==> src/mtl_regs.svh <==
// Offsets, field positions, reset values and sizes for the vector-table locator block.
// Assumes a config-space decoder delivers byte offsets and a table-space decoder delivers word offsets.
`ifndef MTL_REGS_SVH
`define MTL_REGS_SVH

// Config-space byte offsets of the two locator words inside the capability
`define MTL_VEC_LOC_OFS      8'h04
`define MTL_PEND_LOC_OFS     8'h08

// Locator field layout
`define MTL_OFFSET_MSB       31
`define MTL_OFFSET_LSB       3
`define MTL_SEL_MSB          2
`define MTL_SEL_LSB          0

// Selector encodings
`define MTL_SEL_MAX_LEGAL    3'h5
`define MTL_SEL_BRIDGE_MAX   3'h1

// Entry layout: sixteen bytes per entry, lower address at word 0
`define MTL_ENTRY_WORD_ADDR  2'h0
`define MTL_ADDR_MSB         31
`define MTL_ADDR_LSB         2
`define MTL_ADDR_RESET       32'h0000_0000

// Config offset of the first base address register; each further one is 4 bytes on
`define MTL_BAR0_CFG_OFS     8'h10

`endif

==> src/mtl_pkg.sv <==
// Types shared by the vector-table locator block.
// Assumes the matching _regs.svh header supplies the numeric constants.
package mtl_pkg;

    typedef logic [2:0]  mtl_sel_t;
    typedef logic [28:0] mtl_ofs_t;
    typedef logic [29:0] mtl_addr_t;

    typedef enum logic [1:0]
    {
        MTL_IDLE = 2'b01,
        MTL_SEND = 2'b10
    } mtl_state_e;

endpackage

==> src/mtl_locator.sv <==
// Locator words and per-entry lower message address storage.
// The locator words are elaboration constants with no register behind them.
// Assumes upstream decoders give single-cycle read/write strobes on sys_clk,
// and a message engine that requests one entry's address at a time.
//
// How it works
// - Table offset read-only in locator bits 31..3
// - Three-bit selector; 0..5 pick base registers
// - Bridge functions never report selector 2..5
// - Pending array offset read-only, bits 31..3
// - Pending selector encoded like table selector
// - Entry address drives address bits 31..2
// - Address bits 1..0 reset and stay zero
`timescale 1ns/10ps
`include "mtl_regs.svh"

module mtl_locator
    import mtl_pkg::*;
#(
    parameter int        NUM_ENTRIES   = 4,
    parameter bit        IS_BRIDGE     = 1'b0,
    parameter mtl_ofs_t  TABLE_OFFSET  = 29'h0,
    parameter mtl_sel_t  TABLE_SEL     = 3'h0,
    parameter mtl_ofs_t  PEND_OFFSET   = 29'h200,
    parameter mtl_sel_t  PEND_SEL      = 3'h0,
    localparam int       IDX_W         = (NUM_ENTRIES > 1) ? $clog2(NUM_ENTRIES) : 1
)
(
    input  wire logic              sys_clk,
    input  wire logic              rst_n,
    // Capability config access
    input  wire logic              cfgRead,
    input  wire logic              cfgWrite,
    input  wire logic [7:0]        cfgAddr,
    input  wire logic [31:0]       cfgWdata,
    output logic [31:0]            cfgRdata,
    output logic                   cfgRvalid,
    // Table memory access, one strobe per word
    input  wire logic              tblRead,
    input  wire logic              tblWrite,
    input  wire logic [IDX_W-1:0]  tblEntry,
    input  wire logic [1:0]        tblWord,
    input  wire logic [31:0]       tblWdata,
    output logic [31:0]            tblRdata,
    output logic                   tblRvalid,
    // Message engine request for an entry's address
    input  wire logic              msgReq,
    input  wire logic [IDX_W-1:0]  msgEntry,
    output logic [31:2]            msgAddr,
    output logic                   msgAddrValid
);

    // Bridges only have two base registers; anything past that is clamped to 0
    function automatic mtl_sel_t legalSel(input mtl_sel_t sel);
        mtl_sel_t lim;
        lim = IS_BRIDGE ? `MTL_SEL_BRIDGE_MAX : `MTL_SEL_MAX_LEGAL;
        return (sel > lim) ? 3'h0 : sel;
    endfunction

    // Only word 0 of an in-range entry is backed by storage
    function automatic bit entryHit(input logic [1:0] word, input logic [IDX_W-1:0] entry);
        return (word == `MTL_ENTRY_WORD_ADDR) && (int'(entry) < NUM_ENTRIES);
    endfunction

    // Reset image of an entry's lower address; only bits 31..2 are kept
    localparam logic [31:0] ADDR_RESET_WORD = `MTL_ADDR_RESET;

    // Locator words are elaboration constants; cfgWrite is never looked at
    wire logic [31:0] vecLoc  = {TABLE_OFFSET, legalSel(TABLE_SEL)};
    wire logic [31:0] pendLoc = {PEND_OFFSET, legalSel(PEND_SEL)};

    // Only bits 31..2 are stored; bits 1..0 are hard-wired zero
    mtl_addr_t entryAddr [NUM_ENTRIES];
    mtl_addr_t next_entryAddr [NUM_ENTRIES];

    // Next values, one group per registered process
    logic [31:0] next_cfgRdata;
    logic        next_cfgRvalid;
    logic [31:0] next_tblRdata;
    logic        next_tblRvalid;
    logic [31:2] next_msgAddr;
    logic        next_msgAddrValid;
    mtl_state_e  state;
    mtl_state_e  next_state;

    // Unmapped capability offsets read zero; writes never reach a register
    always_comb
    begin
        next_cfgRvalid = cfgRead;
        next_cfgRdata  = 32'h0;
        if (cfgRead)
        begin
            unique case (cfgAddr)
                `MTL_VEC_LOC_OFS:  next_cfgRdata = vecLoc;
                `MTL_PEND_LOC_OFS: next_cfgRdata = pendLoc;
                default:           next_cfgRdata = 32'h0;
            endcase
        end
    end

    // Entry storage: only word 0 of an in-range entry is written
    always_comb
    begin
        for (int i = 0; i < NUM_ENTRIES; i++)
        begin
            next_entryAddr[i] = entryAddr[i];
        end
        if (tblWrite && entryHit(tblWord, tblEntry))
        begin
            // Low two bits dropped; a nonzero write there cannot corrupt alignment
            next_entryAddr[tblEntry] = tblWdata[`MTL_ADDR_MSB:`MTL_ADDR_LSB];
        end
    end

    // Table read answer one cycle behind the strobe; bits 1..0 always read zero
    // A write and a read of one entry in one cycle: the read sees the old value
    always_comb
    begin
        next_tblRvalid = tblRead;
        next_tblRdata  = 32'h0;
        if (tblRead && entryHit(tblWord, tblEntry))
        begin
            next_tblRdata = {entryAddr[tblEntry], 2'b00};
        end
    end

    // Address latched on acceptance, valid one cycle later; a request while
    // sending is dropped, so the engine must space requests two cycles apart
    always_comb
    begin
        next_state        = state;
        next_msgAddr      = msgAddr;
        next_msgAddrValid = 1'b0;
        unique case (state)
            MTL_IDLE:
            begin
                if (msgReq && int'(msgEntry) < NUM_ENTRIES)
                begin
                    next_msgAddr = entryAddr[msgEntry];
                    next_state   = MTL_SEND;
                end
            end
            MTL_SEND:
            begin
                next_msgAddrValid = 1'b1;
                next_state        = MTL_IDLE;
            end
            default:
            begin
                // A corrupted one-hot code falls back to idle
                next_state = MTL_IDLE;
            end
        endcase
    end

    // Config answer: one-cycle pulse, data zero whenever no read was taken
    always_ff @(posedge sys_clk or negedge rst_n)
    begin
        if (!rst_n)
        begin
            cfgRdata  <= 32'h0;
            cfgRvalid <= 1'b0;
        end
        else
        begin
            cfgRdata  <= next_cfgRdata;
            cfgRvalid <= next_cfgRvalid;
        end
    end

    // Every entry clears on reset; software must fill one before it is used
    always_ff @(posedge sys_clk or negedge rst_n)
    begin
        if (!rst_n)
        begin
            for (int i = 0; i < NUM_ENTRIES; i++)
            begin
                entryAddr[i] <= ADDR_RESET_WORD[`MTL_ADDR_MSB:`MTL_ADDR_LSB];
            end
        end
        else
        begin
            entryAddr <= next_entryAddr;
        end
    end

    // Table answer
    always_ff @(posedge sys_clk or negedge rst_n)
    begin
        if (!rst_n)
        begin
            tblRdata  <= 32'h0;
            tblRvalid <= 1'b0;
        end
        else
        begin
            tblRdata  <= next_tblRdata;
            tblRvalid <= next_tblRvalid;
        end
    end

    // Message path: held address, valid pulse and the two-state sequencer
    always_ff @(posedge sys_clk or negedge rst_n)
    begin
        if (!rst_n)
        begin
            msgAddr      <= 30'h0;
            msgAddrValid <= 1'b0;
            state        <= MTL_IDLE;
        end
        else
        begin
            msgAddr      <= next_msgAddr;
            msgAddrValid <= next_msgAddrValid;
            state        <= next_state;
        end
    end

endmodule // mtl_locator

==> config.mk <==
export PLATFORM = sky130hd
export DESIGN_NAME = mtl_locator
export DESIGN_NICKNAME = d
export VERILOG_FILES = /design/src/mtl_pkg.sv /design/src/mtl_locator.sv
export VERILOG_INCLUDE_DIRS = /design/src
export SDC_FILE = /design/constraint.sdc
export NUM_CORES = 1
export LEC_CHECK = 0
export BUFFER_PORTS_ARGS = -buffer_cell sky130_fd_sc_hd__buf_2
export CORE_ASPECT_RATIO = 0.8
export CORE_MARGIN = 10
export CORE_UTILIZATION = 32
export CTS_CLUSTER_DIAMETER = 60
export DETAILED_ROUTE_END_ITERATION = 7
export PLACE_DENSITY = 0.51
export SYNTH_ARGS = -nofsm -noshare
export SYNTH_HDL_FRONTEND = slang
export SYNTH_SLANG_ARGS = --single-unit
==> constraint.sdc <==
create_clock -name sys_clk -period 3.3 [get_ports sys_clk]
set_clock_uncertainty 0.15 [all_clocks]
set_input_delay 0.165 -clock sys_clk [delete_from_list [all_inputs] [get_ports sys_clk]]
set_output_delay 0.165 -clock sys_clk [all_outputs]
set_load 0.005 [all_outputs]
---- Yosys cells after proc, flatten, opt, wreduce, memory -nomap -nowiden ----
Index checks and enable logic that the tools add are counted.
operators by class
  $lt $le $gt $ge ......................... 3
  equality and inequality tests ........... 4
  mux-type cells .......................... 15
  bitwise gates (word level) .............. 2
  reductions and logical operators ........ 5
operator list
  operator              count
  $mux W30              5
  $bmux W30 S2          2
  $bwmux W120           1
  $mux W32              2
  $demux W30 S2         1
  $mux W13              1
  $eq A8 B4 Y1 const B  1
  $ge A3 B3 Y1 const B  2
  $not A2 Y3            2
  $mux W2               2
  $logic_and A1 B1 Y1   3
  $lt A3 B1 Y1 const B  1
  $eq A2 B1 Y1 const B  1
  $eq A2 B2 Y1 const B  1
  $logic_not A2 Y1      1
  $ne A2 B2 Y1 const B  1
  $reduce_and A2 Y1     1
  $mux W1               1
storage, ports and cells
  register bits ........................... 219
  bits of input ports ..................... 85
  output and inout port bits .............. 97
  logic and storage cells ................. 40

---- Logic depth before layout (Yosys ltp) ----
Gate-level depths: netlist (run 1).
  depth after elaboration ................. 6
  gate-level depth with buffers ........... 5
  mapped depth without buffers ............ 3

---- Worst setup path after synthesis (run 1) ----
Ideal clock, no wire load.
  path kind ............................... input-to-reg
  from .................................... in tblEntry[0]
  to ...................................... reg tblRdata[13]
  setup time .............................. 120 ps
  data arrival time ....................... 1110 ps
  data required time ...................... 3030 ps
  path slack .............................. 1921 ps
  stages .................................. 4
  path buffers ............................ 2
  cell sequence ........................... buf_6 > buf_6 > mux4_2 > and3_1
on the way
  word-level cells in the longest chain between the ends .. 5
RTL lines
  what                                         RTL line            RTL
  start, declared                              mtl_locator.sv:41   input wire logic [IDX_W-1:0] tblEntry,
  $not A2 Y3 (implied by the code)             mtl_locator.sv:123  next_tblRdata = {entryAddr[tblEntry], 2'b00};
  $bmux W30 S2                                 mtl_locator.sv:123
  $mux W30 (implied by the code) (2 in a row)  mtl_locator.sv:123
  $mux W32                                     mtl_locator.sv:121  if (tblRead && entryHit(tblWord, tblEntry))
  net next_tblRdata[13]                        mtl_locator.sv:79   logic [31:0] next_tblRdata;
  end signal, assigned                         mtl_locator.sv:197  tblRdata <= next_tblRdata;
  end, declared                                mtl_locator.sv:44   output logic [31:0] tblRdata,
The timed path passes the listed nets, and every way through them passes these cells. The select of a mux whose other input is x is not followed.
A chain may end at the register's enable or synchronous reset.

---- Worst setup path in the final report (run 1) ----
  from .................................... reg state[1]
  to ...................................... reg msgAddr[5] (netlist name)
on the way
  word-level cells in the longest chain between the ends .. 2
RTL lines
  what                         RTL line            RTL
  start, declared              mtl_locator.sv:83   mtl_state_e state;
  start signal, assigned       mtl_locator.sv:215  state <= next_state;
  $eq A2 B1 Y1                 mtl_locator.sv:134  unique case (state)
  $reduce_and A2 Y1 (no line)  -
  end signal, assigned         mtl_locator.sv:213  msgAddr <= next_msgAddr;
  end, declared                mtl_locator.sv:49   output logic [31:2] msgAddr,
Every way passes these cells.

==> results of run 1 <==
-- metal layers --
metal	share of wire	track usage	up-vias
met2	0.50	0.234	117
met3	0.038	0.0337	22
met5	0	0	-
met1	0.45	0.173	2796
met4	0.011	0.0424	0
li1	-	-	2338
-- worst paths after layout --
kind | startpoint | endpoint | slack (ps) | depth (start not counted)
min in group asynchronous | rst_n | msgAddr[2] | 230 | 2
hold reg to reg | msgAddr[15] | msgAddr[15] | 340 | 2
hold / removal | msgReq | state[0] | 100 | 3
setup reg to reg | state[1] | msgAddr[5] | 1040 | 4
setup / recovery | state[1] | msgAddr[5] | 1040 | 4
max in group asynchronous | rst_n | entryAddr[83] | 1900 | 3
-- registers in the layout (all words and copies together) (netlist names) --
name,cells
state,2
cfgRvalid,1
tblRvalid,1
msgAddrValid,1
entryAddr,120
cfgRdata,1
tblRdata,30
msgAddr,30
-- layout make-up --
type / count / area [sq um] / area share
clock buffer: 20 / 457 / 0.0442
clock inverter: 11 / 168 / 0.0162
inverter: 1 / 3.75 / 0.000363
multi-input combinational: 346 / 3560 / 0.344
sequential: 186 / 4660 / 0.450
tap: 357 / 447 / 0.0432
timing repair buffer: 160 / 1050 / 0.102
-- cells by family after synthesis --
kind of cell	count (synthesis)	share of synthesized area
buffers and inverters	76	0.0587
AND/OR/NAND/NOR	73	0.0495
other	1	0.000436
flip-flops	186	0.542
AO/OA/AOI/OAI	30	0.0306
multiplexers	210	0.319
-- placed cells by master, fill, tap and decap left out, types with 4 or more instances in the layout --
cell type      Yosys  routed
bufinv_16          0       4
conb_1             1      33
mux2_2            88      88
nand2_1           30      30
dfrtp_1          185     185
buf_4             39      11
mux2i_1           60      60
buf_2             13     111
o221ai_1          30      30
clkbuf_16          0      17
mux2_4            30      30
and3_1            30      30
mux4_2            30      30
dlygate4sd3_1      0      34
-- power by group through the flow --
stage | logic [W] | registers [W] | clock network (W)
finish | 0.00127 | 0.00310 | 0.00218
CTS | 0.00130 | 0.00310 | 0.00225
global placement | 0.00123 | 0.00310 | 0
global route | 0.00141 | 0.00317 | 0.00235
detailed placement | 0.00126 | 0.00314 | 0
floorplan | 0.000866 | 0.00305 | 0
-- worst max-delay path, cell delays in order (launching register included) --
cell      delay (ps)
dfrtp_1          380
nor2b_1          200
nand3b_1         700
buf_4            510
o221ai_1         190
-- per-stage QoR --
step	area, sq um	setup WS [ps]	cells
6_report	10300	1040	1081
5_1_grt	10300	913	1081
4_1_cts	10300	960	1081
3_5_place_dp	9380	981	1016
3_3_place_gp	9380	1070	1016
2_1_floorplan	8710	1920	608
-- repair_timing --
action                                 4_1_cts  5_1_grt
gates resized for setup                      0        0
buffers inserted                             0        0
hold buffers                                34        0
endpoints found under the hold margin      222        0
==> key figures, run 1 <==
STA
  – Final setup viols: 0
  – Final hold viol count: 0
  – Tcrit/Tclk final: 0.684
  – RSZ-0062 raised after global routing: no
  – Worst hold slack: 101 ps
  – Fin crit period: 2260 ps
  – Slew Limit Fails: 0
  – Slew @ Worst Pin: 1130 ps
  – FMAX: 0.443 GHz
  – Relative slew slack: 0.247
  – Final setup TNS: 0 ps

CTS
  – H-tree levels: 4
  – Skew-Pair Late Insertion Delay: approximately 440 ps
  – CTS tree: built
  – CTS buffer count: 17
  – CTS root buf: clkbuf_16
  – Worst-case clock buffer depth: 2
  – CTS clk-pin slew, worst paths: 70 ps
  – Clk sinks: 186

Place
  – Port Buffers: 113
  – Post-DP HPWL: 14100 um
  – Final GP Congestion: 0.719

Status
  – Status: finished clean

Routing
  – Vias: 5273
  – Initial drt markers: 193
  – Post-DRT Antenna Nets: 0
  – Routed wire length: approximately 23000 um
  – Avg WL per Cell: 21.6 um
  – DRC errors left: 0
  – DR pass1 iterations: 4
  – Vias per cell: 4.88

Power and ir drop
  – Power Dens Cells: 634 mW/mm^2
  – Switch share: 0.264
  – Power share of the clock group: 0.333
  – Sw Pwr: 0.00173 W
  – Leak: 5.05 nW
  – Sequential share of power: 0.473
  – Comb pwr share: 0.194
  – Cell internal pwr: 0.00483 W
  – Worst vdd ir: around 0.35 mV
  – Power after layout: 0.00656 W

Setup path
  – Largest fanout on the critical path: 16
  – Critical Path End Type: flop
  – Crit Path Class: reg -> reg
  – CP Data Required Time: 3490 ps
  – Crit start category: flop
  – Worst EP arrival: about 2500 ps

Yosys
  – Synth top cells by count: dfrtp_1 (185), mux2_2 (88), mux2i_1 (60)
  – EDFF count, synth: 0
  – Count leader, synth: dfrtp_1
  – YS warnings: 0
  – Async SR Flop Fraction: 1.00
  – Ys flop type: dfrtp_1
  – Synth top area cells: dfrtp_1 (54%), mux2_2 (12%), mux4_2 (7.9%)
  – Post-Syn Area per Cell: roughly 15 sq um
  – Synth area leader: dfrtp_1
  – Sequential fraction of the synthesis area: 0.542
  – Mapped Area: 0.00859 sq mm
  – Yosys reg bits: 186
  – Synth Instances: 576
  – Synth unique cells: 27
  – Share of the synthesized area in the top cell type: 0.539

Run
  – Max cap viols: 0

Layout
  – Share of post-route cells with drive strength above 1: 0.430
  – Area grow syn2layout: 20.4%
  – Final nets: 797
  – Diode count: 0
  – Filler Cell Count: 2559
  – Layout Utilization: 0.392

Die
  – Rows: 53
  – Top Ports: approximately 180
  – Starting Density: 0.326
  – Core area: 0.0264 sq mm
  – Die W: 203 um
  – Die Footprint: 0.0338 sq mm
  – Height of the die: about 170 um

GRT
  – Tot GR Track Use: 0.139
  – Initial antenna violation count: 0
  – Number of global-route vias before repair: 5941
  – Grt ovf: 0
  – Largest net degree at the start of global routing: 105
  – First-pass GRT wire length: 36300 um

Min path
  – Hold Crit Class: in -> reg
Note: power is estimated with default switching activity, not from simulation.
==> inputs of run 2 (changes only) <==
==> constraint.sdc (replaced) <==
create_clock -name sys_clk -period 2.1 [get_ports sys_clk]
set_clock_uncertainty 0.15 [all_clocks]
set_input_delay 0.105 -clock sys_clk [delete_from_list [all_inputs] [get_ports sys_clk]]
set_output_delay 0.105 -clock sys_clk [all_outputs]
set_load 0.005 [all_outputs]
==> run 2 against run 1 <==
Flip-flop and latch count unchanged. Die area stayed put. Non-clock buffer count is 14 higher. Final cell count grew 1.3%. Via count grew 2.2%. Global-route usage is 0.080 points higher. Clock-buffer cell count stayed put. Sequential share of layout area fell by 0.53 points. Critical endpoint is now cfgRdata[12]. Largest cell class unchanged.
==> key figures, run 2 (same netlist as run 1, synthesis figures left out) <==
Layout
  – Biggest register: entryAddr
  – Final nets: just over 800
  – Diode count: 0
  – Area grow syn2layout: 21.8%
  – Filler Cell Count: 2505
  – Share of post-route cells with drive strength above 1: 0.439
  – Most common cell after layout, fill and taps aside: dfrtp_1
  – Most frequent cells in the layout: dfrtp_1 (185), buf_2 (111), mux2_2 (88)
  – Flip-flop count of the largest register after layout: 120
  – Regs by FF count: entryAddr x120, msgAddr x30, tblRdata x30

Setup path
  – Crit Path Class: in -> reg
  – CP peak stage delay: around 580 ps
  – CP Data Required Time: between 2000 and 2500 ps
  – Worst EP arrival: 1810 ps
  – Largest fanout on the critical path: 2
  – Reg2reg setup slack: 670 ps
  – Slowest-stage cell, CP: dlygate4sd3_1
  – Most used cell, CP: dlygate4sd3_1
  – Crit-path cells: dlygate4sd3_1 > buf_2 > nor4b_1 > nand3b_1 > nor4_1 > dlygate4sd3_1
  – Reg-to-Reg End: msgAddr[20]
  – Worst reg2reg path depth: 4
  – Worst r2r src: state[0]
  – Crit start category: input pin
  – End of the critical path: cfgRdata[12]
  – Setup crit start: cfgRead
  – Critical Path End Type: flop

GRT
  – Number of global-route vias before repair: approximately 5900
  – Grt ovf: 0
  – First-pass GRT wire length: 36200 um
  – Largest net degree at the start of global routing: 61
  – Tot GR Track Use: 0.140
  – Initial antenna violation count: 0

STA
  – Fin crit period: 1580 ps
  – Final setup viols: 0
  – FMAX: 0.632 GHz
  – Slew @ Worst Pin: 725 ps
  – Tcrit/Tclk final: 0.754
  – RSZ-0062 raised after global routing: no
  – Relative slew slack: 0.516
  – Final setup TNS: 0 ps
  – Worst hold slack: 33.4 ps
  – Setup WS post-layout: between 500 and 600 ps
  – Slew Limit Fails: 0
  – Final hold viol count: 0

Place
  – Place WS: 353 ps
  – Post-DP HPWL: between 10000 and 15000 um
  – Final GP Congestion: slightly above 0.7
  – Port Buffers: 113

Routing
  – Initial drt markers: 278
  – DR pass1 iterations: 4
  – Vias per cell: 4.92
  – Vias: between 5000 and 6000
  – Routed wire length: 23400 um
  – Avg WL per Cell: approximately 21 um
  – Post-DRT Antenna Nets: 0
  – DRC errors left: 0

Die
  – Die W: 203 um
  – Top Ports: 182
  – Die Footprint: between 0.03 and 0.04 sq mm
  – Rows: between 50 and 60
  – Core area: around 0.026 sq mm
  – Starting Density: 0.326
  – Height of the die: 167 um

Power and ir drop
  – Power after layout: 0.0102 W
  – Sequential share of power: 0.478
  – Power Dens Cells: 977 mW/mm^2
  – Sw Pwr: 0.00274 W
  – Power share of the clock group: 0.326
  – Worst vdd ir: 0.588 mV
  – Comb pwr share: 0.197
  – Switch share: 0.268
  – Cell internal pwr: 0.00748 W
  – Leak: about 5.1 nW

CTS
  – CTS root buf: clkbuf_16
  – Worst-case clock buffer depth: 2
  – CTS buffer count: 17
  – Skew-Pair Late Insertion Delay: 440 ps
  – Cts hold-fix bufs: 35
  – PostCTS Resize Cnt: 0
  – CTS clk-pin slew, worst paths: 70 ps
  – CTS tree: built
  – Clk sinks: 186
  – Post CTS Setup Buffer Count: 0
  – H-tree levels: 4

Run
  – Max cap viols: 0

Status
  – Status: finished clean

Min path
  – Hold Crit Class: in -> reg
==> run 2: power groups by stage <==
stage          logic [W]  registers (W)  clock network [W]
3_5_place_dp     0.00199        0.00494                  0
3_3_place_gp     0.00194        0.00488                  0
6_report         0.00201        0.00488            0.00333
2_1_floorplan    0.00136        0.00479                  0
5_1_grt          0.00222        0.00499            0.00360
4_1_cts          0.00206        0.00488            0.00345
==> run 2: through the flow <==
| step | instance area (sq um) | cells | utilization |
|---|---|---|---|
| 3_5_place_dp | 9510 | 1029 | 0.360 |
| 4_1_cts | 10500 | 1095 | 0.396 |
| 6_report | 10500 | 1095 | 0.396 |
| 5_1_grt | 10500 | 1095 | 0.396 |
| 2_1_floorplan | 8710 | 608 | - |
| 3_3_place_gp | 9510 | 1029 | 0.360 |
==> run 2: worst min path at each step <==
stage	end	start	cells past startpoint
after floorplan	cfgRdata[12]	rst_n	0
after global placement	entryAddr[60]	rst_n	1
after detailed placement	entryAddr[60]	rst_n	1
after CTS	tblRvalid	tblRead	1
after global routing	tblRdata[26]	tblWord[0]	4
final	tblRvalid	tblRead	1
==> run 2: layout make-up <==
| type | instances | area [sq um] | share of cell area |
|---|---|---|---|
| multi-input cells | 346 | 3560 | 0.340 |
| clock inverters | 11 | 145 | 0.0139 |
| clock buffers | 20 | 457 | 0.0436 |
| inverters | 1 | 3.75 | 0.000359 |
| flip-flops and latches | 186 | 4660 | 0.445 |
| well taps | 357 | 447 | 0.0427 |
| repair buffers | 174 | 1200 | 0.114 |
==> run 2: worst max-delay path: cells and delay by family <==
kind / cells / cell delay (ps)
buffers and inverters: 3 / 1220
AND/OR/NAND/NOR: 3 / 490
==> run 2: metal layers <==
| layer | GRT usage | vias to the layer above | part of all wire |
|---|---|---|---|
| met4 | 0.0389 | 0 | 0.011 |
| met1 | 0.177 | 2865 | 0.44 |
| li1 | - | 2365 | - |
| met2 | 0.232 | 141 | 0.50 |
| met5 | 0 | - | 0 |
| met3 | 0.0365 | 18 | 0.051 |
